## config.mk

```make
export PLATFORM = sky130hd
export DESIGN_NAME = hmp_host_memory_port
export DESIGN_NICKNAME = d
export VERILOG_FILES = /design/src/verilog/hmp_pkg.sv /design/src/verilog/hmp_sync.sv /design/src/verilog/hmp_host_memory_port.sv
export SDC_FILE = /design/constraint.sdc
export NUM_CORES = 1
export LEC_CHECK = 0
export ABC_AREA = 1
export BUFFER_PORTS_ARGS = -buffer_cell sky130_fd_sc_hd__buf_2
export CAP_MARGIN = 10
export CORE_ASPECT_RATIO = 2
export CORE_MARGIN = 2
export CORE_UTILIZATION = 39
export CTS_CLUSTER_DIAMETER = 200
export DETAILED_ROUTE_END_ITERATION = 8
export SETUP_SLACK_MARGIN = 0.4
export SYNTH_ARGS = -nofsm -noshare
export SYNTH_HDL_FRONTEND = slang
export SYNTH_HIERARCHICAL = 1
export SYNTH_SLANG_ARGS = --single-unit
```

## constraint.sdc

```tcl
create_clock -name sys_clk_i -period 4.1 [get_ports sys_clk_i]
set_input_delay 0.82 -clock sys_clk_i [delete_from_list [all_inputs] [get_ports sys_clk_i]]
set_output_delay 0.82 -clock sys_clk_i [all_outputs]
set_load 0.005 [all_outputs]
```

## src/verilog/hmp_pkg.sv

```systemverilog
package hmp_pkg;
  // Clock and timing figures
  localparam int CLK_PERIOD_NS = 4;
  localparam int MASTER_RESET_N_MIN_NS = 500;
  localparam int MASTER_RESET_N_MIN_CYC_I = (MASTER_RESET_N_MIN_NS + CLK_PERIOD_NS - 1) / CLK_PERIOD_NS;
  localparam int STROBE_NS = 40;
  localparam int STROBE_CYC_I = (STROBE_NS + CLK_PERIOD_NS - 1) / CLK_PERIOD_NS;
  localparam int GAP_NS = 20;
  localparam int GAP_CYC_I = (GAP_NS + CLK_PERIOD_NS - 1) / CLK_PERIOD_NS;

  // Counter widths and derived counts
  localparam int CNT_W = 8;
  localparam logic [CNT_W-1:0] MASTER_RESET_N_MIN_CYC = CNT_W'(MASTER_RESET_N_MIN_CYC_I);
  localparam logic [CNT_W-1:0] STROBE_CYC = CNT_W'(STROBE_CYC_I);
  localparam logic [CNT_W-1:0] GAP_CYC = CNT_W'(GAP_CYC_I);
  localparam logic [CNT_W-1:0] CNT_ONE = 8'h01;
  localparam logic [CNT_W-1:0] CNT_ZERO = 8'h00;

  // Bus widths
  localparam int ADDR_W = 16;
  localparam int DATA_W = 16;
  localparam int HOST_ADDR_W = 4;
  localparam int TADDR_W = 5;
  localparam int MODE_W = 8;

  // Register indices on host address lines 0..3
  localparam logic [HOST_ADDR_W-1:0] REG_CTRL = 4'h0;
  localparam logic [HOST_ADDR_W-1:0] REG_STAT = 4'h1;
  localparam logic [HOST_ADDR_W-1:0] REG_TADDR = 4'h2;

  // Control register fields
  localparam int CTRL_ROLE_BIT = 0;
  localparam int CTRL_PDP_BIT = 1;
  localparam int CTRL_MODE_LSB = 8;
  localparam logic [DATA_W-1:0] CTRL_RESET = 16'h0000;

  // Status register fields
  localparam int STAT_ROLE_BIT = 0;
  localparam int STAT_LOCK_BIT = 1;
  localparam int STAT_OVR_BIT = 2;
  localparam int STAT_BUSY_BIT = 3;
  localparam int STAT_PAR_BIT = 4;

  // Terminal address register fields
  localparam int TADDR_PAR_BIT = 5;
  localparam int TADDR_OK_BIT = 6;
  localparam logic [TADDR_W-1:0] TADDR_RESET = 5'h1f;

  // Synchroniser idle values: {cs,rd,wr,aen,role,lock,ovr,master_reset_n,ram_select_in_n,grant,par,taddr,addr,data}
  localparam int SYNC_W = 36;
  localparam logic [SYNC_W-1:0] SYNC_RESET = 36'hffbf00000;

  // Own memory access sequencer
  typedef enum logic [1:0] {
    HMP_IDLE = 2'b00,
    HMP_REQ = 2'b01,
    HMP_STRB = 2'b11,
    HMP_GAP = 2'b10
  } hmp_state_type;
endpackage

```

## src/verilog/hmp_sync.sv

```systemverilog
`timescale 1ns/100ps
module hmp_sync #(
  parameter int WIDTH = 1,
  parameter logic [WIDTH-1:0] RESET_VAL = '0
) (
  input wire logic sys_clk_i, // System clock
  input wire logic reset_i, // Asynchronous reset, active high
  input wire logic [WIDTH-1:0] async_i, // Pin levels
  output logic [WIDTH-1:0] sync_o // Levels in the clock domain
);
  logic [WIDTH-1:0] stage1;
  logic [WIDTH-1:0] stage2;

  // Two flops per bit; first stage feeds only the second
  always_ff @(posedge sys_clk_i or posedge reset_i) begin
    if (reset_i) begin
      stage1 <= RESET_VAL;
      stage2 <= RESET_VAL;
    end else begin
      stage1 <= async_i;
      stage2 <= stage1;
    end
  end

  assign sync_o = stage2;
endmodule

```

## src/verilog/hmp_host_memory_port.sv

```systemverilog
// Behaviour
// - Buses float whenever no transfer drives them
// - Sixteen-bit address bus, bit 0 least significant
// - Address 0-3 two-way, 4-15 output only
// - Sixteen-bit two-way data bus
// - Capture terminal address at master reset, readable
// - Parity pin is odd parity over address
// - Chip select plus read returns register contents
// - Chip select plus write stores data bus
// - Drive address only while address enable high
// - Control role bit overrides pin unless locked
// - Lock blocks address, role and mode changes
// - External override aborts own memory access at once
// - Master reset held 500ns clears control register and sequencer
// - Pseudo-dual-port passes RAM select straight through
// - Own memory accesses assert RAM select output
// - Host reads RAM through device in pseudo-dual-port
// - Own reads strobe after grant, once per word
// - Own writes strobe after grant, once per word
`timescale 1ns/100ps
module hmp_host_memory_port
  import hmp_pkg::*;
(
  input wire logic sys_clk_i, // System clock, 250 MHz
  input wire logic reset_i, // Asynchronous reset, active high
  input wire logic [hmp_pkg::HOST_ADDR_W-1:0] addr_i, // Host address lines 0..3
  output logic [hmp_pkg::ADDR_W-1:0] addr_o, // Address bus out
  output logic addr_oe_o, // Address bus drive enable
  input wire logic [hmp_pkg::DATA_W-1:0] data_i, // Data bus in
  output logic [hmp_pkg::DATA_W-1:0] data_o, // Data bus out
  output logic data_oe_o, // Data bus drive enable
  input wire logic cs_n_i, // Chip select, low
  input wire logic rd_n_i, // Read strobe, low
  input wire logic wr_n_i, // Write strobe, low
  input wire logic addr_drive_enable_i, // Host allows address drive
  input wire logic [hmp_pkg::TADDR_W-1:0] term_addr_i, // Terminal address pins
  input wire logic term_addr_parity_i, // Odd parity pin
  input wire logic role_select_pin_i, // Role select pin
  input wire logic lock_i, // Lock pin, high
  input wire logic external_override_n_i, // Override, low
  input wire logic master_reset_n_i, // Master reset, low
  input wire logic ram_select_in_n_i, // Host RAM select, low
  output logic ram_select_out_n_o, // RAM select out, low
  output logic ram_read_strobe_n_o, // RAM read strobe, low
  output logic ram_write_strobe_n_o, // RAM write strobe, low
  input wire logic dma_grant_i, // Memory grant, high
  output logic dma_request_o, // Memory request, high
  input wire logic xfer_start_i, // Start own burst, pulse
  input wire logic xfer_write_i, // Burst direction, high is write
  input wire logic [hmp_pkg::ADDR_W-1:0] xfer_addr_i, // Burst start address
  input wire logic [hmp_pkg::CNT_W-1:0] xfer_count_i, // Burst word count
  input wire logic [hmp_pkg::DATA_W-1:0] xfer_wdata_i, // Current write word
  output logic xfer_wnext_o, // Write word used, pulse
  output logic [hmp_pkg::DATA_W-1:0] xfer_rdata_o, // Read word
  output logic xfer_rvalid_o, // Read word valid, pulse
  output logic xfer_done_o, // Burst finished, pulse
  output logic xfer_abort_o, // Burst aborted, pulse
  output logic xfer_busy_o, // Burst in progress
  output logic role_bc_o, // Effective role, high is controller
  output logic [hmp_pkg::MODE_W-1:0] op_mode_o, // Operation mode selects
  output logic pdp_mode_o, // Pseudo-dual-port mode
  output logic [hmp_pkg::TADDR_W-1:0] term_addr_o, // Captured terminal address
  output logic term_parity_ok_o, // Terminal parity good
  output logic override_active_o, // Override asserted
  output logic master_reset_active_o // Master reset in effect
);
  import hmp_pkg::*;

  logic [SYNC_W-1:0] sync_q;
  logic s_cs_n, s_rd_n, s_wr_n, s_aen, s_role, s_lock, s_ovr_n, s_master_reset_n_n;
  logic s_ram_select_in_n_n, s_grant, s_par;
  logic [TADDR_W-1:0] s_taddr;
  logic [HOST_ADDR_W-1:0] s_addr;
  logic [DATA_W-1:0] s_data;

  // All pins pass two flops before use
  hmp_sync #(.WIDTH(SYNC_W), .RESET_VAL(SYNC_RESET)) u_sync (
    .sys_clk_i(sys_clk_i),
    .reset_i(reset_i),
    .async_i({cs_n_i, rd_n_i, wr_n_i, addr_drive_enable_i, role_select_pin_i, lock_i,
              external_override_n_i, master_reset_n_i, ram_select_in_n_i, dma_grant_i,
              term_addr_parity_i, term_addr_i, addr_i, data_i}),
    .sync_o(sync_q)
  );

  assign {s_cs_n, s_rd_n, s_wr_n, s_aen, s_role, s_lock, s_ovr_n, s_master_reset_n_n,
          s_ram_select_in_n_n, s_grant, s_par, s_taddr, s_addr, s_data} = sync_q;

  // Master reset qualification and terminal address capture
  logic [CNT_W-1:0] master_reset_n_cnt, next_master_reset_n_cnt;
  logic boot, next_boot;
  logic [TADDR_W-1:0] taddr, next_taddr;
  logic tpar, next_tpar;
  logic soft_rst, capture;

  assign soft_rst = (master_reset_n_cnt == MASTER_RESET_N_MIN_CYC) && !s_master_reset_n_n;
  assign capture = boot || ((master_reset_n_cnt == MASTER_RESET_N_MIN_CYC) && s_master_reset_n_n);

  // Host register write detection
  logic wr_act, wr_act_q, next_wr_act_q, wr_commit;
  logic [HOST_ADDR_W-1:0] wr_addr, next_wr_addr;
  logic [DATA_W-1:0] wr_data, next_wr_data;
  logic [DATA_W-1:0] ctrl, next_ctrl;

  assign wr_act = !s_cs_n && !s_wr_n;
  assign wr_commit = wr_act_q && !wr_act;

  // Reset counter, capture and register writes
  always_comb begin
    next_master_reset_n_cnt = master_reset_n_cnt;
    next_boot = 1'b0;
    next_taddr = taddr;
    next_tpar = tpar;
    next_wr_act_q = wr_act;
    next_wr_addr = wr_addr;
    next_wr_data = wr_data;
    next_ctrl = ctrl;
    if (!s_master_reset_n_n) begin
      if (master_reset_n_cnt != MASTER_RESET_N_MIN_CYC) begin
        next_master_reset_n_cnt = master_reset_n_cnt + CNT_ONE;
      end
    end else begin
      next_master_reset_n_cnt = CNT_ZERO;
    end
    if (capture) begin
      next_taddr = s_taddr;
      next_tpar = s_par;
    end
    if (wr_act) begin
      next_wr_addr = s_addr;
      next_wr_data = s_data;
    end
    if (wr_commit && !soft_rst) begin
      unique case (wr_addr)
        REG_CTRL: begin
          next_ctrl[CTRL_PDP_BIT] = wr_data[CTRL_PDP_BIT];
          if (!s_lock) begin
            next_ctrl[CTRL_ROLE_BIT] = wr_data[CTRL_ROLE_BIT];
            next_ctrl[CTRL_MODE_LSB +: MODE_W] = wr_data[CTRL_MODE_LSB +: MODE_W];
          end
        end
        REG_TADDR: begin
          if (!s_lock && !capture) begin
            next_taddr = wr_data[TADDR_W-1:0];
            next_tpar = wr_data[TADDR_PAR_BIT];
          end
        end
        default: begin
        end
      endcase
    end
    if (soft_rst) begin
      next_ctrl = CTRL_RESET;
      next_wr_act_q = 1'b0;
    end
  end

  // Registers of the configuration group
  always_ff @(posedge sys_clk_i or posedge reset_i) begin
    if (reset_i) begin
      master_reset_n_cnt <= CNT_ZERO;
      boot <= 1'b1;
      taddr <= TADDR_RESET;
      tpar <= 1'b1;
      wr_act_q <= 1'b0;
      wr_addr <= '0;
      wr_data <= '0;
      ctrl <= CTRL_RESET;
    end else begin
      master_reset_n_cnt <= next_master_reset_n_cnt;
      boot <= next_boot;
      taddr <= next_taddr;
      tpar <= next_tpar;
      wr_act_q <= next_wr_act_q;
      wr_addr <= next_wr_addr;
      wr_data <= next_wr_data;
      ctrl <= next_ctrl;
    end
  end

  // Effective role, parity and mode decode
  logic role_eff, par_ok, pdp;
  assign role_eff = s_lock ? s_role : ctrl[CTRL_ROLE_BIT];
  assign par_ok = ^{taddr, tpar};
  assign pdp = ctrl[CTRL_PDP_BIT];

  // Own memory access sequencer state
  hmp_state_type state, next_state;
  logic [CNT_W-1:0] tmr, next_tmr;
  logic [CNT_W-1:0] words, next_words;
  logic [ADDR_W-1:0] maddr, next_maddr;
  logic mwrite, next_mwrite;
  logic [DATA_W-1:0] rdata, next_rdata;
  logic rvalid, next_rvalid, wnext, next_wnext;
  logic done, next_done, abort, next_abort;
  logic ovr_active;

  assign ovr_active = !s_ovr_n;

  // Sequencer next state
  always_comb begin
    next_state = state;
    next_tmr = tmr;
    next_words = words;
    next_maddr = maddr;
    next_mwrite = mwrite;
    next_rdata = rdata;
    next_rvalid = 1'b0;
    next_wnext = 1'b0;
    next_done = 1'b0;
    next_abort = 1'b0;
    unique case (state)
      HMP_IDLE: begin
        if (xfer_start_i && xfer_count_i != CNT_ZERO) begin
          next_state = HMP_REQ;
          next_maddr = xfer_addr_i;
          next_words = xfer_count_i;
          next_mwrite = xfer_write_i;
        end
      end
      HMP_REQ: begin
        if (s_grant) begin
          next_state = HMP_STRB;
          next_tmr = STROBE_CYC;
        end
      end
      HMP_STRB: begin
        if (tmr == CNT_ONE) begin
          next_state = HMP_GAP;
          next_tmr = GAP_CYC;
          next_words = words - CNT_ONE;
          if (mwrite) begin
            next_wnext = 1'b1;
          end else begin
            next_rdata = s_data;
            next_rvalid = 1'b1;
          end
        end else begin
          next_tmr = tmr - CNT_ONE;
        end
      end
      HMP_GAP: begin
        if (tmr == CNT_ONE) begin
          if (words == CNT_ZERO) begin
            next_state = HMP_IDLE;
            next_done = 1'b1;
          end else if (s_grant) begin
            next_state = HMP_STRB;
            next_tmr = STROBE_CYC;
            next_maddr = maddr + 16'h0001;
          end else begin
            next_state = HMP_REQ;
            next_maddr = maddr + 16'h0001;
          end
        end else begin
          next_tmr = tmr - CNT_ONE;
        end
      end
    endcase
    if (ovr_active || soft_rst) begin
      next_state = HMP_IDLE;
      next_rvalid = 1'b0;
      next_wnext = 1'b0;
      next_done = 1'b0;
      next_abort = (state != HMP_IDLE) && ovr_active;
    end
  end

  // Sequencer registers
  always_ff @(posedge sys_clk_i or posedge reset_i) begin
    if (reset_i) begin
      state <= HMP_IDLE;
      tmr <= CNT_ZERO;
      words <= CNT_ZERO;
      maddr <= '0;
      mwrite <= 1'b0;
      rdata <= '0;
      rvalid <= 1'b0;
      wnext <= 1'b0;
      done <= 1'b0;
      abort <= 1'b0;
    end else begin
      state <= next_state;
      tmr <= next_tmr;
      words <= next_words;
      maddr <= next_maddr;
      mwrite <= next_mwrite;
      rdata <= next_rdata;
      rvalid <= next_rvalid;
      wnext <= next_wnext;
      done <= next_done;
      abort <= next_abort;
    end
  end

  // Register read mux and data out register
  logic own_access, own_strobe, host_read;
  logic [DATA_W-1:0] dout, next_dout, rd_mux;

  assign own_access = (state == HMP_STRB) || (state == HMP_GAP);
  assign own_strobe = (state == HMP_STRB) && !soft_rst;
  assign host_read = !s_cs_n && !s_rd_n;

  always_comb begin
    rd_mux = '0;
    unique case (s_addr)
      REG_CTRL: rd_mux = ctrl;
      REG_STAT: begin
        rd_mux[STAT_ROLE_BIT] = role_eff;
        rd_mux[STAT_LOCK_BIT] = s_lock;
        rd_mux[STAT_OVR_BIT] = ovr_active;
        rd_mux[STAT_BUSY_BIT] = state != HMP_IDLE;
        rd_mux[STAT_PAR_BIT] = par_ok;
      end
      REG_TADDR: begin
        rd_mux[TADDR_W-1:0] = taddr;
        rd_mux[TADDR_PAR_BIT] = tpar;
        rd_mux[TADDR_OK_BIT] = par_ok;
      end
      default: rd_mux = '0;
    endcase
    next_dout = (own_access && mwrite) ? xfer_wdata_i : rd_mux;
  end

  always_ff @(posedge sys_clk_i or posedge reset_i) begin
    if (reset_i) begin
      dout <= '0;
    end else begin
      dout <= next_dout;
    end
  end

  // Pin drivers; buses float unless a transfer drives them
  assign addr_o = maddr;
  assign addr_oe_o = own_access && s_aen && !soft_rst;
  assign data_o = dout;
  assign data_oe_o = !soft_rst && ((host_read && !own_access) || (own_access && mwrite));

  // RAM select and strobes, own or passed through
  logic host_ram;
  assign host_ram = pdp && !own_access && !s_ram_select_in_n_n && !soft_rst;
  assign ram_select_out_n_o = !(own_access || host_ram);
  assign ram_read_strobe_n_o = !((own_strobe && !mwrite) || (host_ram && !s_rd_n));
  assign ram_write_strobe_n_o = !((own_strobe && mwrite) || (host_ram && !s_wr_n));
  assign dma_request_o = (state != HMP_IDLE) && !ovr_active;

  // Burst and status outputs
  assign xfer_wnext_o = wnext;
  assign xfer_rdata_o = rdata;
  assign xfer_rvalid_o = rvalid;
  assign xfer_done_o = done;
  assign xfer_abort_o = abort;
  assign xfer_busy_o = state != HMP_IDLE;
  assign role_bc_o = role_eff;
  assign op_mode_o = ctrl[CTRL_MODE_LSB +: MODE_W];
  assign pdp_mode_o = pdp;
  assign term_addr_o = taddr;
  assign term_parity_ok_o = par_ok;
  assign override_active_o = ovr_active;
  assign master_reset_active_o = soft_rst;
endmodule

```

==> flow_summary.yaml, run 1 <==
cts:
  cts.clk_slew.worst_paths_ns: 0.07
  cts_hold_buf: 0
  cts_tree: "built"
  cts_made_buffers: 17
  clock_sinks: 187
  cts_buffer_depth: 2
  ctsResizeCount: 0
  ctsRootBufferMaster: "clkbuf_16"
  clock_latency_ns: 0.44
  post-cts-setup-buffers: 0
  ctsHtreeMaxLevel: 4
global_route:
  antenna_found_initial: 0
  grt_first_pass_wirelength_um: 32200
  gr-total-overflow: 0
  first_global_vias: 6425
  grt_max_degree: 77
  grt_use_total: 0.191
logic_synthesis:
  synth_cells: 882
  avgSynthCellArea_um2: 9.12
  synth.most_common_cell: "nand2_1"
  async_reset_ff_frac: 1.00
  ys_seq_area_frac: 0.587
  yosys.area.top_type_share: 0.467
  ys_seq_elements: 187
  synthTopCellsByCount: "242 x nand2_1, 150 x dfrtp_1, 100 x inv_1, 69 x nand3_1, 69 x nor2_1"
  syn_area_mm2: 0.00804
  synthTopCellsByArea: "dfrtp_1 47%, dfstp_2 12%, nand2_1 11%"
  synth_cell_type_count: 41
  ys.flop_type: "dfrtp_1"
  synth_top_area_cell: "dfrtp_1"
  yosysWarnings: 6
  synth_edf_count: 0
  syn-num-nets: 969
setup_path:
  cp-endpoint: "ram_read_strobe_n_o"
  critPathMaxStageDelay_ns: 0.65
  worst-r2r-setup-slack_ns: 1.47
  path_cells: "nand2_1 > inv_1 > nand3_1 > o21ai_0 > inv_1 > buf_2"
  cp-end-kind: "output port"
  start_kind: "flop"
  path_common_cell: "inv_1"
  crit_arrival_ns: 2.30
  slowest_stage: "dfrtp_1"
  startpoint: "state[1]$_DFFE_PP0P_"
  critPathRequiredTime_ns: 3.28
  r2r_cells: 4
  worstPathMaxFanout: 13
  crit_type: "reg -> out"
  rr_endpoint: "xfer_rdata_o[6]$_DFFE_PP0P_"
  r2r_start: "state[1]$_DFFE_PP0P_"
placed_design:
  routabilityCongestion: 0.884
  port_buffers: 156
  hpwl_um: 15100
  dp_cells: 1284
  pre_cts_ws_ns: 1.46
drt:
  routed_wl_um: 19600
  route.detailed.drc: 0
  met1_length_um: 7200
  drt_iter0_markers: 322
  routed.top_layer: "met4"
  antenna_left: 0
  met3WireLength_um: 908
  vias_per_cell: 4.80
  drtPass1Iterations: 5
  dr_wl_met2_um: 11000
  vias: 6324
  wl_per_cell_um: 14.9
timing:
  whs_ns: 0.311
  fmax_mhz: 320
  fin_ws_ns: 0.977
  tightest_slew_ns: 0.819
  skew_ns: 0.0114
  min_period_ns: 3.12
  grt_setup_unrepaired: "false"
  maxSlewViolCount: 0
  setup_viol: 0
  hold_viol: 0
  min_period_over_period: 0.762
  fin_setup_tns_ns: 0
  slew_headroom: 0.454
floorplanning:
  rows: 74
  core-area_mm2: 0.0204
  initial_core_util: 0.395
  design.die.area_mm2: 0.0219
  die_x_um: 106
  io_pins: 157
  fp.dieH_um: 207
power:
  seq_power_share: 0.436
  p_int_w: 0.00366
  switching_share: 0.356
  p_comb_frac: 0.275
  p_leak_nw: 4.91
  switchingPower_w: 0.00203
  power.density_mw_per_mm2: 589
  clockPowerShare: 0.289
  ir_worst_vdd_v: 0.000368
worst_hold_path:
  hold_path_class: "in -> async"
outcome:
  status: "completed"
layout:
  layout.cells.non_filler: 1317
  syn_to_final_growth_pct: 20.0
  fillers: 2022
  nets: 1124
  drive_gt1_frac: 0.264
  utilization: 0.474
flow_run:
  max_cap_viol_count: 0
worst min-delay path by stage:
stage,end,slack (ns),cells past startpoint
floorplan,u_sync/sync_o[0]$_DFF_PP0_,0.33,0
global placement,u_sync/sync_o[11]$_DFF_PP0_,0.33,0
detailed placement,u_sync/sync_o[10]$_DFF_PP0_,0.33,0
CTS,data_o[6]$_DFF_PP0_,0.29,2
global route,data_o[6]$_DFF_PP0_,0.31,2
finish,data_o[6]$_DFF_PP0_,0.31,2
final cells by class:
cell class / count / area [um^2] / share of cell area
Sequential cell: 187 / 4730 / 0.490
Multi-Input combinational cell: 564 / 2750 / 0.285
Timing Repair Buffer: 164 / 853 / 0.0884
Clock buffer: 17 / 425 / 0.0441
Inverter: 103 / 397 / 0.0411
Tap cell: 266 / 333 / 0.0345
Clock inverter: 15 / 163 / 0.0169
Antenna cell: 1 / 2.50 / 0.000259
cells by family (layout without fill, tap and decap cells):
logic type	Yosys count	count (layout)	share of synthesized area
AND/OR/NAND/NOR	425	425	0.229
adder cells (fa/ha/maj)	7	7	0.0109
other	1	2	0.000466
multiplexers	5	5	0.00840
flip-flops	187	187	0.587
buffers and inverters	131	299	0.0705
XOR/XNOR	11	11	0.0120
AO/OA/AOI/OAI	115	115	0.0812
placed cells by master, fill, tap and decap left out, drive strengths merged, types with 2 or more instances in the layout:
cell type	n
or2	9
inv	107
o21ai	77
o31ai	9
nor3	4
o22ai	2
nand3	73
nand4	14
xor2	7
ha	7
nor2	78
a31oi	3
buf	164
a21oi	19
clkinvlp	2
mux2	5
dfstp	37
nand2	245
clkinv	7
bufinv	2
xnor2	4
a211oi	2
dfrtp	150
clkbuf	17
metal layers:
| metal | up-vias | global-route usage |
|---|---|---|
| met5 | - | 0 |
| met4 | 0 | 0.0780 |
| met3 | 36 | 0.0425 |
| met1 | 2990 | 0.200 |
| li1 | 3110 | - |
| met2 | 188 | 0.361 |
power by group through the flow:
stage,Sequential [W],Combinational [W],Clock [W]
finish,0.00248,0.00157,0.00164
detailed placement,0.00250,0.00157,0
global route,0.00252,0.00179,0.00177
CTS,0.00247,0.00158,0.00170
floorplan,0.00242,0.00112,0
global placement,0.00250,0.00155,0
per-stage QoR:
| stage | total power [W] | area [um^2] |
|---|---|---|
| finish | 0.00568 | 9650 |
| detailed placement | 0.00408 | 9060 |
| floorplan | 0.00355 | 8050 |
| CTS | 0.00576 | 9650 |
| global route | 0.00608 | 9650 |
| global placement | 0.00405 | 9060 |
state kept, by name, indices dropped and copies added (netlist names), 2 cells and up:
| register | count |
|---|---|
| xfer_rdata_o | 16 |
| data_o | 16 |
| wr_addr | 4 |
| state | 2 |
| term_addr_o | 5 |
| tmr | 8 |
| ctrl | 10 |
| wr_data | 14 |
| u_sync/sync_o | 36 |
| u_sync/stage1 | 36 |
| addr_o | 16 |
| master_reset_n_cnt | 8 |
| words | 8 |
critical path: cells and delay by family, from the launching register on:
| family | cells | cell delay [ns] |
|---|---|---|
| buffers and inverters | 3 | 0.62 |
| AOI/OAI and AO/OA | 1 | 0.10 |
| and+or+nand+nor | 2 | 0.50 |
| DFF | 1 | 0.65 |
(Power assumes the default switching activity.)
==> run 2: changes to the inputs <==
--- a/config.mk
+++ b/config.mk
@@ -5,7 +5,7 @@
 export SDC_FILE = /design/constraint.sdc
 export NUM_CORES = 1
 export LEC_CHECK = 0
-export ABC_AREA = 1
+export ABC_AREA = 0
 export BUFFER_PORTS_ARGS = -buffer_cell sky130_fd_sc_hd__buf_2
 export CAP_MARGIN = 10
 export CORE_ASPECT_RATIO = 2
==> constraint.sdc (replaced) <==
create_clock -name sys_clk_i -period 3.05 [get_ports sys_clk_i]
set_input_delay 0.61 -clock sys_clk_i [delete_from_list [all_inputs] [get_ports sys_clk_i]]
set_output_delay 0.61 -clock sys_clk_i [all_outputs]
set_load 0.005 [all_outputs]
==> flow_summary.yaml, run 2 <==
timing:
  fin_setup_tns_ns: 0
  slew_headroom: 0.378
  hold_viol: 0
  maxSlewViolCount: 0
  tightest_slew_ns: 0.933
  min_period_over_period: 0.830
  min_period_ns: 2.53
  setup_viol: 0
  skew_ns: 0.0138
  whs_ns: 0.253
  fmax_mhz: 395
  grt_setup_unrepaired: "false"
power:
  p_leak_nw: 4.38
  ir_worst_vdd_v: 0.000446
  power.density_mw_per_mm2: 689
floorplanning:
  core-area_mm2: 0.0192
  fp.dieH_um: 201
  die_x_um: 103
  rows: 72
  initial_core_util: 0.396
  io_pins: 157
  design.die.area_mm2: 0.0207
logic_synthesis:
  syn-num-nets: 720
  synth_cell_type_count: 67
  synth.most_common_cell: "dfrtp_1"
  synth_edf_count: 0
  ys_seq_elements: 187
  synthTopCellsByCount: "150 x dfrtp_1, 49 x nand2_1, 49 x nor2_1, 37 x dfstp_2, 37 x mux2_2"
  ys.flop_type: "dfrtp_1"
  async_reset_ff_frac: 1.00
  ys_seq_area_frac: 0.622
  synthTopCellsByArea: "dfrtp_1 49%, dfstp_2 13%, mux2_2 5.5%"
  yosys.area.top_type_share: 0.494
  synth_top_area_cell: "dfrtp_1"
  yosysWarnings: 6
  avgSynthCellArea_um2: 12.0
  syn_area_mm2: 0.00760
  synth_cells: 633
worst_hold_path:
  hold_path_class: "in -> async"
global_route:
  grt_use_total: 0.189
  grt_first_pass_wirelength_um: 30200
  grt_max_degree: 73
  antenna_found_initial: 1
  gr-total-overflow: 0
  first_global_vias: 5897
layout:
  drive_gt1_frac: 0.387
  fillers: 1776
  syn_to_final_growth_pct: 22.2
  final_common_cell: "buf_2"
  layout.area.seq_mm2: 0.00473
  layout_common_cells: "156 x buf_2, 149 x dfrtp_1, 49 x nand2_1, 48 x nor2_1"
  nets: 878
  multi_input_area_mm2: 0.00263
drt:
  drt_iter0_markers: 232
  routed_wl_um: 18800
  vias_per_cell: 5.18
  route.detailed.drc: 0
  drtPass1Iterations: 5
  vias: 5510
  antenna_left: 0
  wl_per_cell_um: 17.7
cts:
  cts_buffer_depth: 2
  cts.clk_slew.worst_paths_ns: 0.07
  cts_tree: "built"
  ctsRootBufferMaster: "clkbuf_16"
  clock_sinks: 187
  clock_latency_ns: 0.43
  ctsHtreeMaxLevel: 4
  cts_made_buffers: 17
outcome:
  status: "completed"
flow_run:
  max_cap_viol_count: 0
placed_design:
  routabilityCongestion: 0.953
  port_buffers: 156
  hpwl_um: 14000
setup_path:
  start_kind: "flop"
  crit_arrival_ns: 1.92
  crit_type: "reg -> out"
  cp-end-kind: "output port"
  worstPathMaxFanout: 5
  critPathRequiredTime_ns: 2.44
run 2: cell count changes after synthesis, sizes merged, moves of 29 or more:
cell | previous run | this run
nand2 | 245 | 50
nor2 | 78 | 49
mux2 | 5 | 37
o21ai | 77 | 32
inv | 102 | 16
nand3 | 73 | 20
run 2: final cells by class:
| cell class | count | area share |
|---|---|---|
| antenna | 1 | 0.000269 |
| clock buffer | 18 | 0.0462 |
| clock inverter | 14 | 0.0166 |
| inverter | 16 | 0.00687 |
| multi-input combinational | 395 | 0.284 |
| sequential | 187 | 0.509 |
| tap | 259 | 0.0349 |
| timing repair buffer | 174 | 0.103 |
run 2: repair_timing:
action	in CTS	in global routing
hold endpoints to repair	0	0
hold buffers	0	0
gates resized for setup	4	1
setup buffers	0	3
setup endpoints to repair	3	6
run 2: critical path: stages (launching register included):
cell	delay (ns)
dfrtp_1	0.38
inv_1	0.06
ha_1	0.12
nor2b_2	0.16
and3_4	0.22
nand2b_1	0.09
buf_4	0.17
and3_1	0.18
buf_2	0.12
run 2: path summary, 6_finish.rpt:
check / start / end / slack (ns) / depth (start not counted)
setup / recovery: master_reset_n_cnt[1]$_DFFE_PP0N_ / addr_oe_o / 0.52 / 8
hold / removal: reset_i / xfer_rdata_o[3]$_DFFE_PP0P_ / 0.25 / 2
setup reg to reg: tmr[1]$_DFFE_PP0P_ / xfer_rdata_o[14]$_DFFE_PP0P_ / 0.74 / 7
hold reg to reg: u_sync/stage1[5]$_DFF_PP0_ / u_sync/sync_o[5]$_DFF_PP0_ / 0.35 / 0
max in group asynchronous: reset_i / state[1]$_DFFE_PP0P_ / 2.13 / 3
min in group sys_clk_i: ram_select_in_n_i / u_sync/stage1[27]$_DFF_PP1_ / 0.28 / 1
run 2: metrics by stage:
step,cell area (um^2),setup WS [ns],instances,utilization,total power (W)
detailed placement,8670,0.567,1028,0.452,0.00426
finish,9290,0.520,1064,0.484,0.00640
global placement,8670,0.623,1028,0.452,0.00420
floorplan,7600,0.665,633,-,0.00382
CTS,9260,0.408,1060,0.483,0.00647
global route,9290,0.412,1064,0.484,0.00677
run 2: routing by layer:
| metal | part of all wire | up-vias | wire (um) | GRT usage |
|---|---|---|---|---|
| met1 | 0.37 | 2715 | 6920 | 0.206 |
| li1 | - | 2554 | - | - |
| met3 | 0.051 | 34 | 963 | 0.0389 |
| met2 | 0.56 | 207 | 10500 | 0.349 |
| met4 | 0.023 | 0 | 424 | 0.0700 |
| met5 | 0 | - | 0 | 0 |
run 2: logic make-up (layout without fill, tap and decap cells):
family / after synthesis / in the layout / synth area share
mux: 49 / 49 / 0.0707
simple gates: 199 / 199 / 0.135
xor+xnor: 11 / 11 / 0.0127
flops: 187 / 187 / 0.622
other cells: 1 / 2 / 0.000494
buf+inv: 51 / 222 / 0.0326
fa+ha+maj: 7 / 7 / 0.0115
compound gates: 128 / 128 / 0.115
run 2: report_power, final:
group / leakage [nW] / switching [W] / internal (W)
Clock: 0.281 / 0.00101 / 0.00116
Combinational: 1.85 / 0.000572 / 0.000517
Sequential: 2.25 / 0.000337 / 0.00280
Total: 4.38 / 0.00192 / 0.00448
